==> src/inc/e1omg_defs.vh <==
// Register map, field positions, reset values and timing for the E1 overhead block
`ifndef E1OMG_DEFS_VH
`define E1OMG_DEFS_VH

// ----------------------------------------------------------------------
// Register indices (byte address is four times the index)
// ----------------------------------------------------------------------
`define E1OMG_IDX_STATUS 12'h05f
`define E1OMG_IDX_IRQ_EN 12'h060
`define E1OMG_IDX_FLAGS 12'h061
`define E1OMG_IDX_MODE 12'h062

// ----------------------------------------------------------------------
// Status bits
// ----------------------------------------------------------------------
`define E1OMG_ST_LINK 0
`define E1OMG_ST_CBLK 1
`define E1OMG_ST_CALM 2

// ----------------------------------------------------------------------
// Interrupt enable and flag bits (same layout)
// ----------------------------------------------------------------------
`define E1OMG_IRQ_LINK 0
`define E1OMG_IRQ_CBLK 1
`define E1OMG_IRQ_CALM 2
`define E1OMG_IRQ_FAR 3
`define E1OMG_IRQ_NTBLK 4
`define E1OMG_IRQ_NTCRC 5

// ----------------------------------------------------------------------
// Mode bits and reset value
// ----------------------------------------------------------------------
`define E1OMG_MD_FRAME_OFF 0
`define E1OMG_MD_CRC_GEN 1
`define E1OMG_MD_SIG_GEN 2
`define E1OMG_MD_MOD_CRC 3
`define E1OMG_MD_EBIT_OFF 4
`define E1OMG_MD_INTL_OFF 5
`define E1OMG_MD_EXTRA_OFF 6
`define E1OMG_MODE_RESET 7'h06

// ----------------------------------------------------------------------
// Monitor figures and timing
// ----------------------------------------------------------------------
`define E1OMG_CLK_HZ 10000000
`define E1OMG_ALARM_TIME_MS 10
`define E1OMG_SECOND_MS 1000
`define E1OMG_BLK_ERR_MIN 11'h3de
`define E1OMG_BLK_SECONDS 5
`define E1OMG_CW_NTCRC_A 4'h2
`define E1OMG_CW_NTCRC_B 4'h3
`define E1OMG_CW_NTBLK_A 4'h1
`define E1OMG_CW_NTBLK_B 4'h3

`endif

==> src/hdl/e1omg_blk_window.v <==
// Per-second zero E-bit counter with a five-second history of seconds at or above the error threshold
`timescale 1ns/10ps
`include "e1omg_defs.vh"

module e1omg_blk_window (
  input wire pclk,
  input wire presetn,
  input wire active,
  input wire sec_tick,
  input wire zero_e,
  output reg cont_err
);

  reg [10:0] zero_cnt;
  reg [`E1OMG_BLK_SECONDS-1:0] hist;

  // ----------------------------------------------------------------------
  // Counting
  // ----------------------------------------------------------------------
  // Saturating count; one E bit per sub-multiframe stays well below 2047
  always @(posedge pclk or negedge presetn) begin
    if (!presetn) begin
      zero_cnt <= 11'h000;
      hist <= {`E1OMG_BLK_SECONDS{1'b0}};
      cont_err <= 1'b0;
    end else if (!active) begin
      zero_cnt <= 11'h000;
      hist <= {`E1OMG_BLK_SECONDS{1'b0}};
      cont_err <= 1'b0;
    end else if (sec_tick) begin
      zero_cnt <= zero_e ? 11'h001 : 11'h000;
      hist <= {hist[`E1OMG_BLK_SECONDS-2:0],
               (zero_cnt >= `E1OMG_BLK_ERR_MIN)};
      cont_err <= &{hist[`E1OMG_BLK_SECONDS-2:0],
                    (zero_cnt >= `E1OMG_BLK_ERR_MIN)};
    end else if (zero_e && zero_cnt != 11'h7ff) begin
      zero_cnt <= zero_cnt + 11'h001;
    end
  end

endmodule // e1omg_blk_window

==> src/hdl/e1omg_overhead.v <==
// E1 overhead monitor, interrupt registers and frame-generation mode
//
// How it works
// - A=1, E=0 for 10ms sets alarm
// - >=990 zero E per second, 5 seconds
// - Two of last three Sa7 zero
// - Sa6 codeword 0010/0011 flags NT CRC
// - Sa6 codeword 0001/0011 flags NT block error
// - Zero E bit flags far-end block error
// - No far-end detection without CRC alignment
// - Change flags on either status transition
// - Flags clear only by writing one
// - Interrupt needs flag and enable; enables reset zero
// - Extra bits replaced while signalling generation is on, unless disabled
// - International bit replaced when CRC generation off, unless disabled
// - One zero E bit per sub-multiframe with pending CRC errors
// - E bits take international values in two cases
// - Both disables set leave E untouched
// - Signalling and CRC enables; modified CRC needs CRC
// - Frame-generation off overrides all generation
//
// Implementation choice: the APB interface to the registers.
`timescale 1ns/10ps
`include "e1omg_defs.vh"

module e1omg_overhead #(
  parameter ALARM_CYCLES = `E1OMG_ALARM_TIME_MS * (`E1OMG_CLK_HZ / 1000),
  parameter SECOND_CYCLES = `E1OMG_SECOND_MS * (`E1OMG_CLK_HZ / 1000)
) (
  input wire pclk,
  input wire presetn,
  input wire psel,
  input wire penable,
  input wire pwrite,
  input wire [11:0] paddr,
  input wire [31:0] pwdata,
  output reg [31:0] prdata,
  output wire pready,
  output wire pslverr,
  output wire irq_n,
  input wire crc_align_lost,
  input wire basic_align_ok,
  input wire rx_a_bit,
  input wire rx_e_strobe,
  input wire rx_e_bit,
  input wire rx_sa7_strobe,
  input wire rx_sa7_bit,
  input wire rx_sa6_cw_strobe,
  input wire [3:0] rx_sa6_cw,
  input wire rx_crc_err,
  input wire rx_crc_err_smf,
  input wire [2:0] extra_bits_val,
  input wire [1:0] intl_bits_val,
  input wire tx_bit_in,
  input wire tx_x_pos,
  input wire [1:0] tx_x_idx,
  input wire tx_si_fas_pos,
  input wire tx_si_nfas_pos,
  input wire tx_e_pos,
  input wire tx_e_smf,
  output reg tx_bit_out,
  output wire basic_frame_gen,
  output wire sig_multiframe_gen,
  output wire crc_multiframe_gen,
  output wire modified_crc_gen
);

  // ----------------------------------------------------------------------
  // Helpers
  // ----------------------------------------------------------------------
  function [11:0] reg_addr;
    input [11:0] idx;
    begin
      reg_addr = {idx[9:0], 2'b00};
    end
  endfunction

  function at_least_two_zero;
    input [2:0] bits;
    begin
      at_least_two_zero = (!bits[0] && !bits[1]) || (!bits[0] && !bits[2]) ||
                          (!bits[1] && !bits[2]);
    end
  endfunction

  // ----------------------------------------------------------------------
  // Register state
  // ----------------------------------------------------------------------
  reg [5:0] irq_en;
  reg [5:0] irq_flags;
  reg [6:0] mode;
  wire [2:0] status;
  reg st_calm, st_link, st_cblk;
  reg [2:0] status_prev;
  reg [16:0] alarm_cnt;
  reg [23:0] sec_cnt;
  reg sec_tick;
  reg [2:0] sa7_hist;
  reg [1:0] e_err_pend;
  reg next_tx_bit;
  reg [5:0] hw_set;
  wire cont_blk;
  wire wr_access;
  wire rd_setup;
  wire hit_status;
  wire hit_en;
  wire hit_flags;
  wire hit_mode;
  wire mapped;
  wire alarm_cond;
  wire crc_aligned;
  wire frame_off;
  wire crc_gen;
  wire sig_gen;

  assign crc_aligned = !crc_align_lost;
  assign frame_off = mode[`E1OMG_MD_FRAME_OFF];
  assign status = {st_calm, st_cblk, st_link};

  // ----------------------------------------------------------------------
  // APB decode
  // ----------------------------------------------------------------------
  // Read data is captured in the setup cycle, so no wait states are needed
  assign hit_status = (paddr == reg_addr(`E1OMG_IDX_STATUS));
  assign hit_en = (paddr == reg_addr(`E1OMG_IDX_IRQ_EN));
  assign hit_flags = (paddr == reg_addr(`E1OMG_IDX_FLAGS));
  assign hit_mode = (paddr == reg_addr(`E1OMG_IDX_MODE));
  assign mapped = hit_status || hit_en || hit_flags || hit_mode;
  assign pready = psel && penable;
  assign pslverr = psel && penable && !mapped;
  assign wr_access = psel && penable && pwrite;
  assign rd_setup = psel && !penable && !pwrite;

  always @(posedge pclk or negedge presetn) begin
    if (!presetn) begin
      prdata <= 32'h00000000;
    end else if (rd_setup) begin
      if (hit_status) begin
        prdata <= {29'h0, status};
      end else if (hit_en) begin
        prdata <= {26'h0, irq_en};
      end else if (hit_flags) begin
        prdata <= {26'h0, irq_flags};
      end else if (hit_mode) begin
        prdata <= {25'h0, mode};
      end else begin
        prdata <= 32'h00000000;
      end
    end
  end

  // ----------------------------------------------------------------------
  // Writable controls
  // ----------------------------------------------------------------------
  always @(posedge pclk or negedge presetn) begin
    if (!presetn) begin
      irq_en <= 6'h00;
      mode <= `E1OMG_MODE_RESET;
    end else if (wr_access) begin
      if (hit_en) begin
        irq_en <= pwdata[5:0];
      end else if (hit_mode) begin
        mode <= pwdata[6:0];
      end
    end
  end

  // ----------------------------------------------------------------------
  // Time base
  // ----------------------------------------------------------------------
  always @(posedge pclk or negedge presetn) begin
    if (!presetn) begin
      sec_cnt <= 24'h000000;
      sec_tick <= 1'b0;
    end else if (sec_cnt == SECOND_CYCLES - 1) begin
      sec_cnt <= 24'h000000;
      sec_tick <= 1'b1;
    end else begin
      sec_cnt <= sec_cnt + 24'h000001;
      sec_tick <= 1'b0;
    end
  end

  // ----------------------------------------------------------------------
  // Continuous alarm with block error
  // ----------------------------------------------------------------------
  // The condition is re-evaluated on every received E bit; a single good
  // E bit or a dropped A bit restarts the 10 ms window
  reg alarm_seen;

  always @(posedge pclk or negedge presetn) begin
    if (!presetn) begin
      alarm_seen <= 1'b0;
    end else if (!crc_aligned) begin
      alarm_seen <= 1'b0;
    end else if (rx_e_strobe) begin
      alarm_seen <= rx_a_bit && !rx_e_bit;
    end
  end

  assign alarm_cond = alarm_seen && crc_aligned && rx_a_bit;

  always @(posedge pclk or negedge presetn) begin
    if (!presetn) begin
      alarm_cnt <= 17'h0;
      st_calm <= 1'b0;
    end else if (!alarm_cond) begin
      alarm_cnt <= 17'h0;
      st_calm <= 1'b0;
    end else if (alarm_cnt == ALARM_CYCLES - 1) begin
      st_calm <= 1'b1;
    end else begin
      alarm_cnt <= alarm_cnt + 17'h1;
    end
  end

  // ----------------------------------------------------------------------
  // Continuous block error
  // ----------------------------------------------------------------------
  e1omg_blk_window u_blk_window (
    .pclk(pclk),
    .presetn(presetn),
    .active(crc_aligned),
    .sec_tick(sec_tick),
    .zero_e(rx_e_strobe && !rx_e_bit),
    .cont_err(cont_blk)
  );

  // ----------------------------------------------------------------------
  // Link identification and status history
  // ----------------------------------------------------------------------
  // History resets to ones so a fresh alignment starts with no signal
  always @(posedge pclk or negedge presetn) begin
    if (!presetn) begin
      sa7_hist <= 3'h7;
      st_link <= 1'b0;
      st_cblk <= 1'b0;
      status_prev <= 3'h0;
    end else begin
      st_cblk <= cont_blk;
      status_prev <= status;
      if (!basic_align_ok) begin
        sa7_hist <= 3'h7;
        st_link <= 1'b0;
      end else if (rx_sa7_strobe) begin
        sa7_hist <= {sa7_hist[1:0], rx_sa7_bit};
        st_link <= at_least_two_zero({sa7_hist[1:0], rx_sa7_bit});
      end
    end
  end

  // ----------------------------------------------------------------------
  // Interrupt flags
  // ----------------------------------------------------------------------
  always @* begin
    hw_set = 6'h00;
    hw_set[`E1OMG_IRQ_LINK] = status[`E1OMG_ST_LINK] ^
                              status_prev[`E1OMG_ST_LINK];
    hw_set[`E1OMG_IRQ_CBLK] = status[`E1OMG_ST_CBLK] ^
                              status_prev[`E1OMG_ST_CBLK];
    hw_set[`E1OMG_IRQ_CALM] = status[`E1OMG_ST_CALM] ^
                              status_prev[`E1OMG_ST_CALM];
    // Suspended entirely while out of CRC multiframe alignment
    hw_set[`E1OMG_IRQ_FAR] = crc_aligned && rx_e_strobe &&
                             !rx_e_bit;
    hw_set[`E1OMG_IRQ_NTBLK] = rx_sa6_cw_strobe &&
      (rx_sa6_cw == `E1OMG_CW_NTBLK_A ||
       rx_sa6_cw == `E1OMG_CW_NTBLK_B);
    hw_set[`E1OMG_IRQ_NTCRC] = rx_sa6_cw_strobe &&
      (rx_sa6_cw == `E1OMG_CW_NTCRC_A ||
       rx_sa6_cw == `E1OMG_CW_NTCRC_B);
  end

  // A new event in the clearing cycle survives the clear
  always @(posedge pclk or negedge presetn) begin
    if (!presetn) begin
      irq_flags <= 6'h00;
    end else if (wr_access && hit_flags) begin
      irq_flags <= (irq_flags & ~pwdata[5:0]) | hw_set;
    end else begin
      irq_flags <= irq_flags | hw_set;
    end
  end

  assign irq_n = ~|(irq_flags & irq_en);

  // ----------------------------------------------------------------------
  // Generation mode
  // ----------------------------------------------------------------------
  assign basic_frame_gen = !frame_off;
  assign crc_gen = !frame_off && mode[`E1OMG_MD_CRC_GEN];
  assign sig_gen = !frame_off && mode[`E1OMG_MD_SIG_GEN];
  assign crc_multiframe_gen = crc_gen;
  assign sig_multiframe_gen = sig_gen;
  assign modified_crc_gen = crc_gen && mode[`E1OMG_MD_MOD_CRC];

  // ----------------------------------------------------------------------
  // E-bit error backlog
  // ----------------------------------------------------------------------
  // One pending error per sub-multiframe; errors arriving faster than the
  // E slots are merged, a limit of a one-deep backlog
  wire e_slot_used;

  assign e_slot_used = tx_e_pos && crc_gen && !mode[`E1OMG_MD_EBIT_OFF] &&
                       crc_aligned;

  always @(posedge pclk or negedge presetn) begin
    if (!presetn) begin
      e_err_pend <= 2'b00;
    end else begin
      if (e_slot_used && !tx_e_smf) begin
        e_err_pend[0] <= rx_crc_err && !rx_crc_err_smf;
      end else if (rx_crc_err && !rx_crc_err_smf) begin
        e_err_pend[0] <= 1'b1;
      end
      if (e_slot_used && tx_e_smf) begin
        e_err_pend[1] <= rx_crc_err && rx_crc_err_smf;
      end else if (rx_crc_err && rx_crc_err_smf) begin
        e_err_pend[1] <= 1'b1;
      end
    end
  end

  // ----------------------------------------------------------------------
  // Transmit overhead insertion
  // ----------------------------------------------------------------------
  always @* begin
    next_tx_bit = tx_bit_in;
    if (!frame_off) begin
      if (tx_x_pos) begin
        if (sig_gen && !mode[`E1OMG_MD_EXTRA_OFF]) begin
          next_tx_bit = extra_bits_val[tx_x_idx];
        end
      end else if (tx_si_fas_pos) begin
        if (!crc_gen && !mode[`E1OMG_MD_INTL_OFF]) begin
          next_tx_bit = intl_bits_val[1];
        end
      end else if (tx_si_nfas_pos) begin
        if (!crc_gen && !mode[`E1OMG_MD_INTL_OFF]) begin
          next_tx_bit = intl_bits_val[0];
        end
      end else if (tx_e_pos && crc_gen) begin
        if (e_slot_used) begin
          next_tx_bit = !e_err_pend[tx_e_smf];
        end else if (!mode[`E1OMG_MD_EBIT_OFF] ||
                     !mode[`E1OMG_MD_INTL_OFF]) begin
          next_tx_bit = tx_e_smf ? intl_bits_val[0] :
                                   intl_bits_val[1];
        end else begin
          next_tx_bit = tx_bit_in;
        end
      end
    end
  end

  always @(posedge pclk or negedge presetn) begin
    if (!presetn) begin
      tx_bit_out <= 1'b1;
    end else begin
      tx_bit_out <= next_tx_bit;
    end
  end

endmodule // e1omg_overhead

==> config.mk <==
export PLATFORM = sky130hd
export DESIGN_NAME = e1omg_overhead
export DESIGN_NICKNAME = d
export VERILOG_FILES = /design/src/hdl/e1omg_blk_window.v /design/src/hdl/e1omg_overhead.v
export VERILOG_INCLUDE_DIRS = /design/src /design/src/inc
export SDC_FILE = /design/constraint.sdc
export NUM_CORES = 1
export LEC_CHECK = 0
export BUFFER_PORTS_ARGS = -buffer_cell sky130_fd_sc_hd__buf_2
export CAP_MARGIN = 10
export CELL_PAD_IN_SITES_DETAIL_PLACEMENT = 2
export CELL_PAD_IN_SITES_GLOBAL_PLACEMENT = 2
export CORE_ASPECT_RATIO = 0.8
export CORE_MARGIN = 2
export CORE_UTILIZATION = 36
export DETAILED_ROUTE_END_ITERATION = 16
export PLACE_DENSITY_LB_ADDON = 0.12
export SYNTH_ARGS = -nofsm -noshare
export SYNTH_HDL_FRONTEND = slang
export SYNTH_SLANG_ARGS = --single-unit
==> constraint.sdc <==
create_clock -name pclk -period 3.13 [get_ports pclk]
set_input_delay 0.313 -clock pclk [delete_from_list [all_inputs] [get_ports pclk]]
set_output_delay 0.313 -clock pclk [all_outputs]
set_load 0.05 [all_outputs]
# [Yosys cells after proc, flatten, opt, wreduce, memory -nomap -nowiden]
# Index checks and enable logic that the tools add are counted.
[totals] reg_bits=121 in_bits=76 output_inout_bits=40 elab_cells=155
[op_classes] n_addsub=3 order_cmp=3 eq_ne=13 n_mux=44 bitwise_logic=9 n_reduce_logical=64
[op_table] op="two-way mux 32 bit" count=3
[op_table] op="== test 12 x 9 -> 1 bit (second input constant)" count=4
[op_table] op="two-way mux 17 bit" count=2
[op_table] op="two-way mux 11 bit" count=3
[op_table] op="logical AND 1 bit" count=30
[op_table] op="two-way mux 1 bit" count=28
[op_table] op="adder 24 x 1 -> 24 bit (second input constant)" count=1
[op_table] op="== test 24 bit (second input constant)" count=1
[op_table] op="two-way mux 24 bit" count=1
[op_table] op="adder 17 x 1 -> 17 bit (second input constant)" count=1
[op_table] op="== test 17 bit (second input constant)" count=1
[op_table] op="logical NOT 1 bit" count=17
[op_table] op="bitwise AND 6 bit" count=2
[op_table] op="bitwise OR 6 bit" count=2
[op_table] op="adder 11 x 1 -> 11 bit (second input constant)" count=1
[op_table] op="greater-or-equal comparator 11 x 10 -> 1 bit (second input constant)" count=1
[op_table] op="!= test 11 bit (second input constant)" count=1
[op_table] op="== test 4 x 2 -> 1 bit (second input constant)" count=2
[op_table] op="logical OR 1 bit" count=8
[op_table] op="two-way mux 4 bit" count=2
[op_table] op="nonzero test 2 bit" count=4
[op_table] op="two-way mux 7 bit" count=1
[op_table] op="two-way mux 6 bit" count=1
[op_table] op="inverter 6 bit" count=1
[op_table] op="other kinds (14)" count=18

# [Longest topological paths before layout]
[logic_depth] ltp_word=11 ltp_mapped=6

# [Hierarchy]
# From an unflattened synthesis, not the netlist that was laid out.
[unflattened] cells_unflattened=509 hier_area_um2=5151.2
[modules_own_cells] module="e1omg_overhead" n_inst=1 cells_per_inst=418 area_per_inst_um2=4244.1 seq_area_each_um2=2008.2
[modules_own_cells] module="e1omg_blk_window" n_inst=1 cells_per_inst=91 area_per_inst_um2=907.1 seq_area_each_um2=400.4

# [Least setup slack after synthesis]
# Ideal clock, no wire load.
[synth_path] kind="input -> output" from="in paddr[3]" to="out pslverr" arrival_time_ns=1.897 t_required_ns=2.817 setup_slack_ns=0.920 stages=3 path_cell_list="clkbuf_1 -> nand2_1 -> a211oi_1"
[synth_via] elab_chain_cells=6
[synth_lines] item="start: declaration" line_no="e1omg_overhead.v:35" text="input wire [11:0] paddr,"
[synth_lines] item="== test 12 x 9 -> 1 bit (on tied branches)" line_no="e1omg_overhead.v:124, e1omg_overhead.v:125"
[synth_lines] item="logical OR 1 bit (2 in series)" line_no="e1omg_overhead.v:128" text="assign mapped = hit_status || hit_en || hit_flags || hit_mode;"
[synth_lines] item="logical OR 1 bit *" line_no="e1omg_overhead.v:128"
[synth_lines] item="logical NOT 1 bit *" line_no="e1omg_overhead.v:130" text="assign pslverr = psel && penable && !mapped;"
[synth_lines] item="logical AND 1 bit *" line_no="e1omg_overhead.v:130"
[synth_lines] item="end: declaration" line_no="e1omg_overhead.v:39" text="output wire pslverr,"
# Mark *: on every way between the ends. The rest lies on a longest branch, timed or not.

# [Worst setup path in the final report]
[layout_path] from="in paddr[9]" to="out pslverr"
# The elaborated chain is that of the path after synthesis.

==> metrics.txt <==
Die X=approximately 140 µm; GRT overflow=0; relative slew slack=0.337; max-slew violations=0; Total Power=2.74 mW; crit path time final=about 2.3 ns; Ports=~120; Yosys top cell by area=dfrtp_1; # H-tree levels=3; final instance area=~5800 µm²; # Post-CTS Setup Buffers=0; Worst Tran Pin Value=a little under 1 ns; DR pass1 iterations=4; fraction of synthesized area in multiplexers=0.0470; flops & latches, synth=96; final hold slack=-0.00749 ns; async set-reset flop share out of synthesis=1.00; global placement routability congestion=~0.80; clk buf depth=2; Top Usage Layer GRT=met2; synthesized area per cell=10.0 µm²; core area=approximately 14000 µm²; Total GRT Usage=0.195; worst skew pair latency=between 0.3 and 0.4 ns; Sw Ratio=0.239; post-CTS sizing=0; library cells used by synthesis=between 60 and 70; diode count=0; most frequent CP cell=buf_2; WL per Instance=~18 µm; Setup TNS=0 ns; layout cell share with drive strength beyond 1=0.196; Hold Path Class=input port to async pin; top_reg_cell synth=dfrtp_1; Max Cap Viol=0; internal cell power=between 2 and 2.5 mW; Synth Cell Area=5030 µm²; Setup crit end kind=primary output; combinational power share=0.076; Post-synth top cells=dfrtp_1 (91), nor2_1 (34), nand3_1 (30); share of power burned in registers=0.460; Root Buffer=clkbuf_16; post-synthesis xor/xnor area fraction=0.0540; Setup Viol. Count Final=0; most frequent cell after synthesis=dfrtp_1; Final Hold Fails=10; hold-fix buffers at CTS=0; unrepaired setup endpoints after global routing=no; Highest Clock Rate=about 0.44 GHz; DRC errors left=0; vias per std cell=about 5.4; Required @ worst endpoint=approximately 2.8 ns; Worst-path clk slew=about 0.070 ns; Port Buffers=65; Final Cycle Share=0.729; status=finished, violations left; post-layout net count=around 650; Synth Area in Simple Gates=0.222; EDFF count, synth=0; VDD IR max=between 0.2 and 0.3 mV; violations in the final reports=hold timing; vias in the first global route=around 4.3k; filler cell count=1478; P_sw=around 0.65 mW; Clock Power Share=0.464; initial drt markers=around 180; Yosys top cell area share=0.453; Core Rows=38; cts bufs inserted=9; Placed Area=~5500 µm²; CTS tree=built; antenna violations before repair=0; top cells by area, synth=dfrtp_1 (45%), xnor2_1 (3.8%), buf_4 (3.7%); Synth Instances=approximately 500; cell family contributing the most delay on the critical path=simple AND/OR/NAND/NOR gates; Worst path slowest cell=nor4_1; WP data arrival=1.97 ns; Setup Skew=around 0.0066 ns; initial core utilization=0.370; CP Buf/Inv Count=2; pin count of the biggest net entering global routing=51; Ys Warns=0; adder-cell area share of the yosys netlist=0.0119; PwrDens=around 470 nW/µm²; M3 GR Usage=0.0396; final wirelength=13.4 mm; Via Count=around 4.1k; Leak=2.53 nW; CP max FO=5; Inst Count DP=roughly 740; CTS Sinks=96; die area=between 10000 and 15000 µm²; first-pass GRT wire length=22.6 mm; CP max stage delay=0.64 ns; cells along the critical path=buf_2 -> or4b_4 -> nor4_1 -> a211oi_1 -> buf_2; M2 GR Usage=0.323; critical path class=input port to primary output; compound-gate portion of the synthesized area=0.121; Seq/Total Area, Yosys=0.479; Die Y=around 110 µm; post-route insts no fill=752; Layout area overhead=15.7%; main combinational cell family by area after synthesis=simple AND/OR/NAND/NOR gates; Routed Antenna Nets=0; hpwl dp=approximately 10 mm; startpoint types=input port; GR Layer Usage met1=0.260
-- cell families after synthesis --
group | after synthesis
simple gates | 194
flops | 96
compound gates | 92
buf+inv | 61
xor+xnor | 31
mux | 22
fa+ha+maj | 5
other cells | 1
-- worst paths after layout --
path	startpoint	end	slack, ns	depth (start not counted)
max in group asynchronous	presetn	sa7_hist[0]	2.39	2
worst max-delay path	paddr[9]	pslverr	0.85	5
min in group pclk	basic_align_ok	sa7_hist[0]	0.12	2
worst min register to register	u_blk_window.cont_err	st_cblk	0.38	0
worst min-delay path	presetn	prdata[0]	-0.007	1
worst max register to register	sec_cnt[0]	sec_cnt[22]	0.93	5
-- sequential cells by signal, summed over array words and instances (netlist names), 2 cells and up --
signal                 cells
sec_cnt                   24
alarm_cnt                 17
u_blk_window.zero_cnt     11
mode                       7
prdata                     7
irq_en                     6
irq_flags                  6
u_blk_window.hist          4
status_prev                3
e_err_pend                 2
sa7_hist                   2
-- layer usage --
metal	wire, µm	part of all wire
met1	6370	0.48
met2	6370	0.48
met3	482	0.036
met4	146	0.011
met5	0	0
-- area by class of cell --
type / count / area, µm² / area share
sequential: 96 / 2410 / 0.414
multi-input combinational: 369 / 2390 / 0.410
timing repair buffer: 69 / 370 / 0.0637
clock buffer: 9 / 225 / 0.0387
tap: 180 / 225 / 0.0387
clock inverter: 6 / 115 / 0.0198
inverter: 23 / 86.3 / 0.0148
-- per-stage QoR --
| step | hold slack (ns) | util | setup slack (ns) |
|---|---|---|---|
| floorplan | 0.0174 | - | 0.920 |
| finish | -0.00749 | 0.428 | 0.847 |
| global placement | 0.371 | 0.403 | 0.718 |
| detailed placement | 0.368 | 0.403 | 0.698 |
| global route | 0.0493 | 0.428 | 0.722 |
| CTS | 0.0211 | 0.428 | 0.844 |
-- layout by cell type, fill, tap and decap left out, drive strengths merged, types with 6 or more instances in the layout --
master | synthesis | routed
a21oi | 19 | 19
and4 | 6 | 6
buf | 26 | 69
clkbuf | 12 | 9
conb | 1 | 25
dfrtp | 91 | 91
inv | 23 | 25
mux2 | 13 | 13
mux2i | 9 | 9
nand2 | 26 | 26
nand3 | 30 | 30
nand4 | 12 | 12
nor2 | 34 | 34
nor2b | 12 | 12
nor3 | 6 | 6
nor4 | 11 | 11
o21ai | 23 | 23
or3 | 11 | 11
or4 | 11 | 11
xnor2 | 22 | 22
xor2 | 9 | 9
-- power groups by stage --
stage	Sequential, mW	Clock [mW]	Combinational (mW)
6_report	1.26	1.27	0.208
4_1_cts	1.26	1.32	0.211
5_1_grt	1.26	1.35	0.230
2_1_floorplan	1.28	0	0.143
3_3_place_gp	1.28	0	0.204
3_5_place_dp	1.28	0	0.209
(Power assumes the default switching activity.)
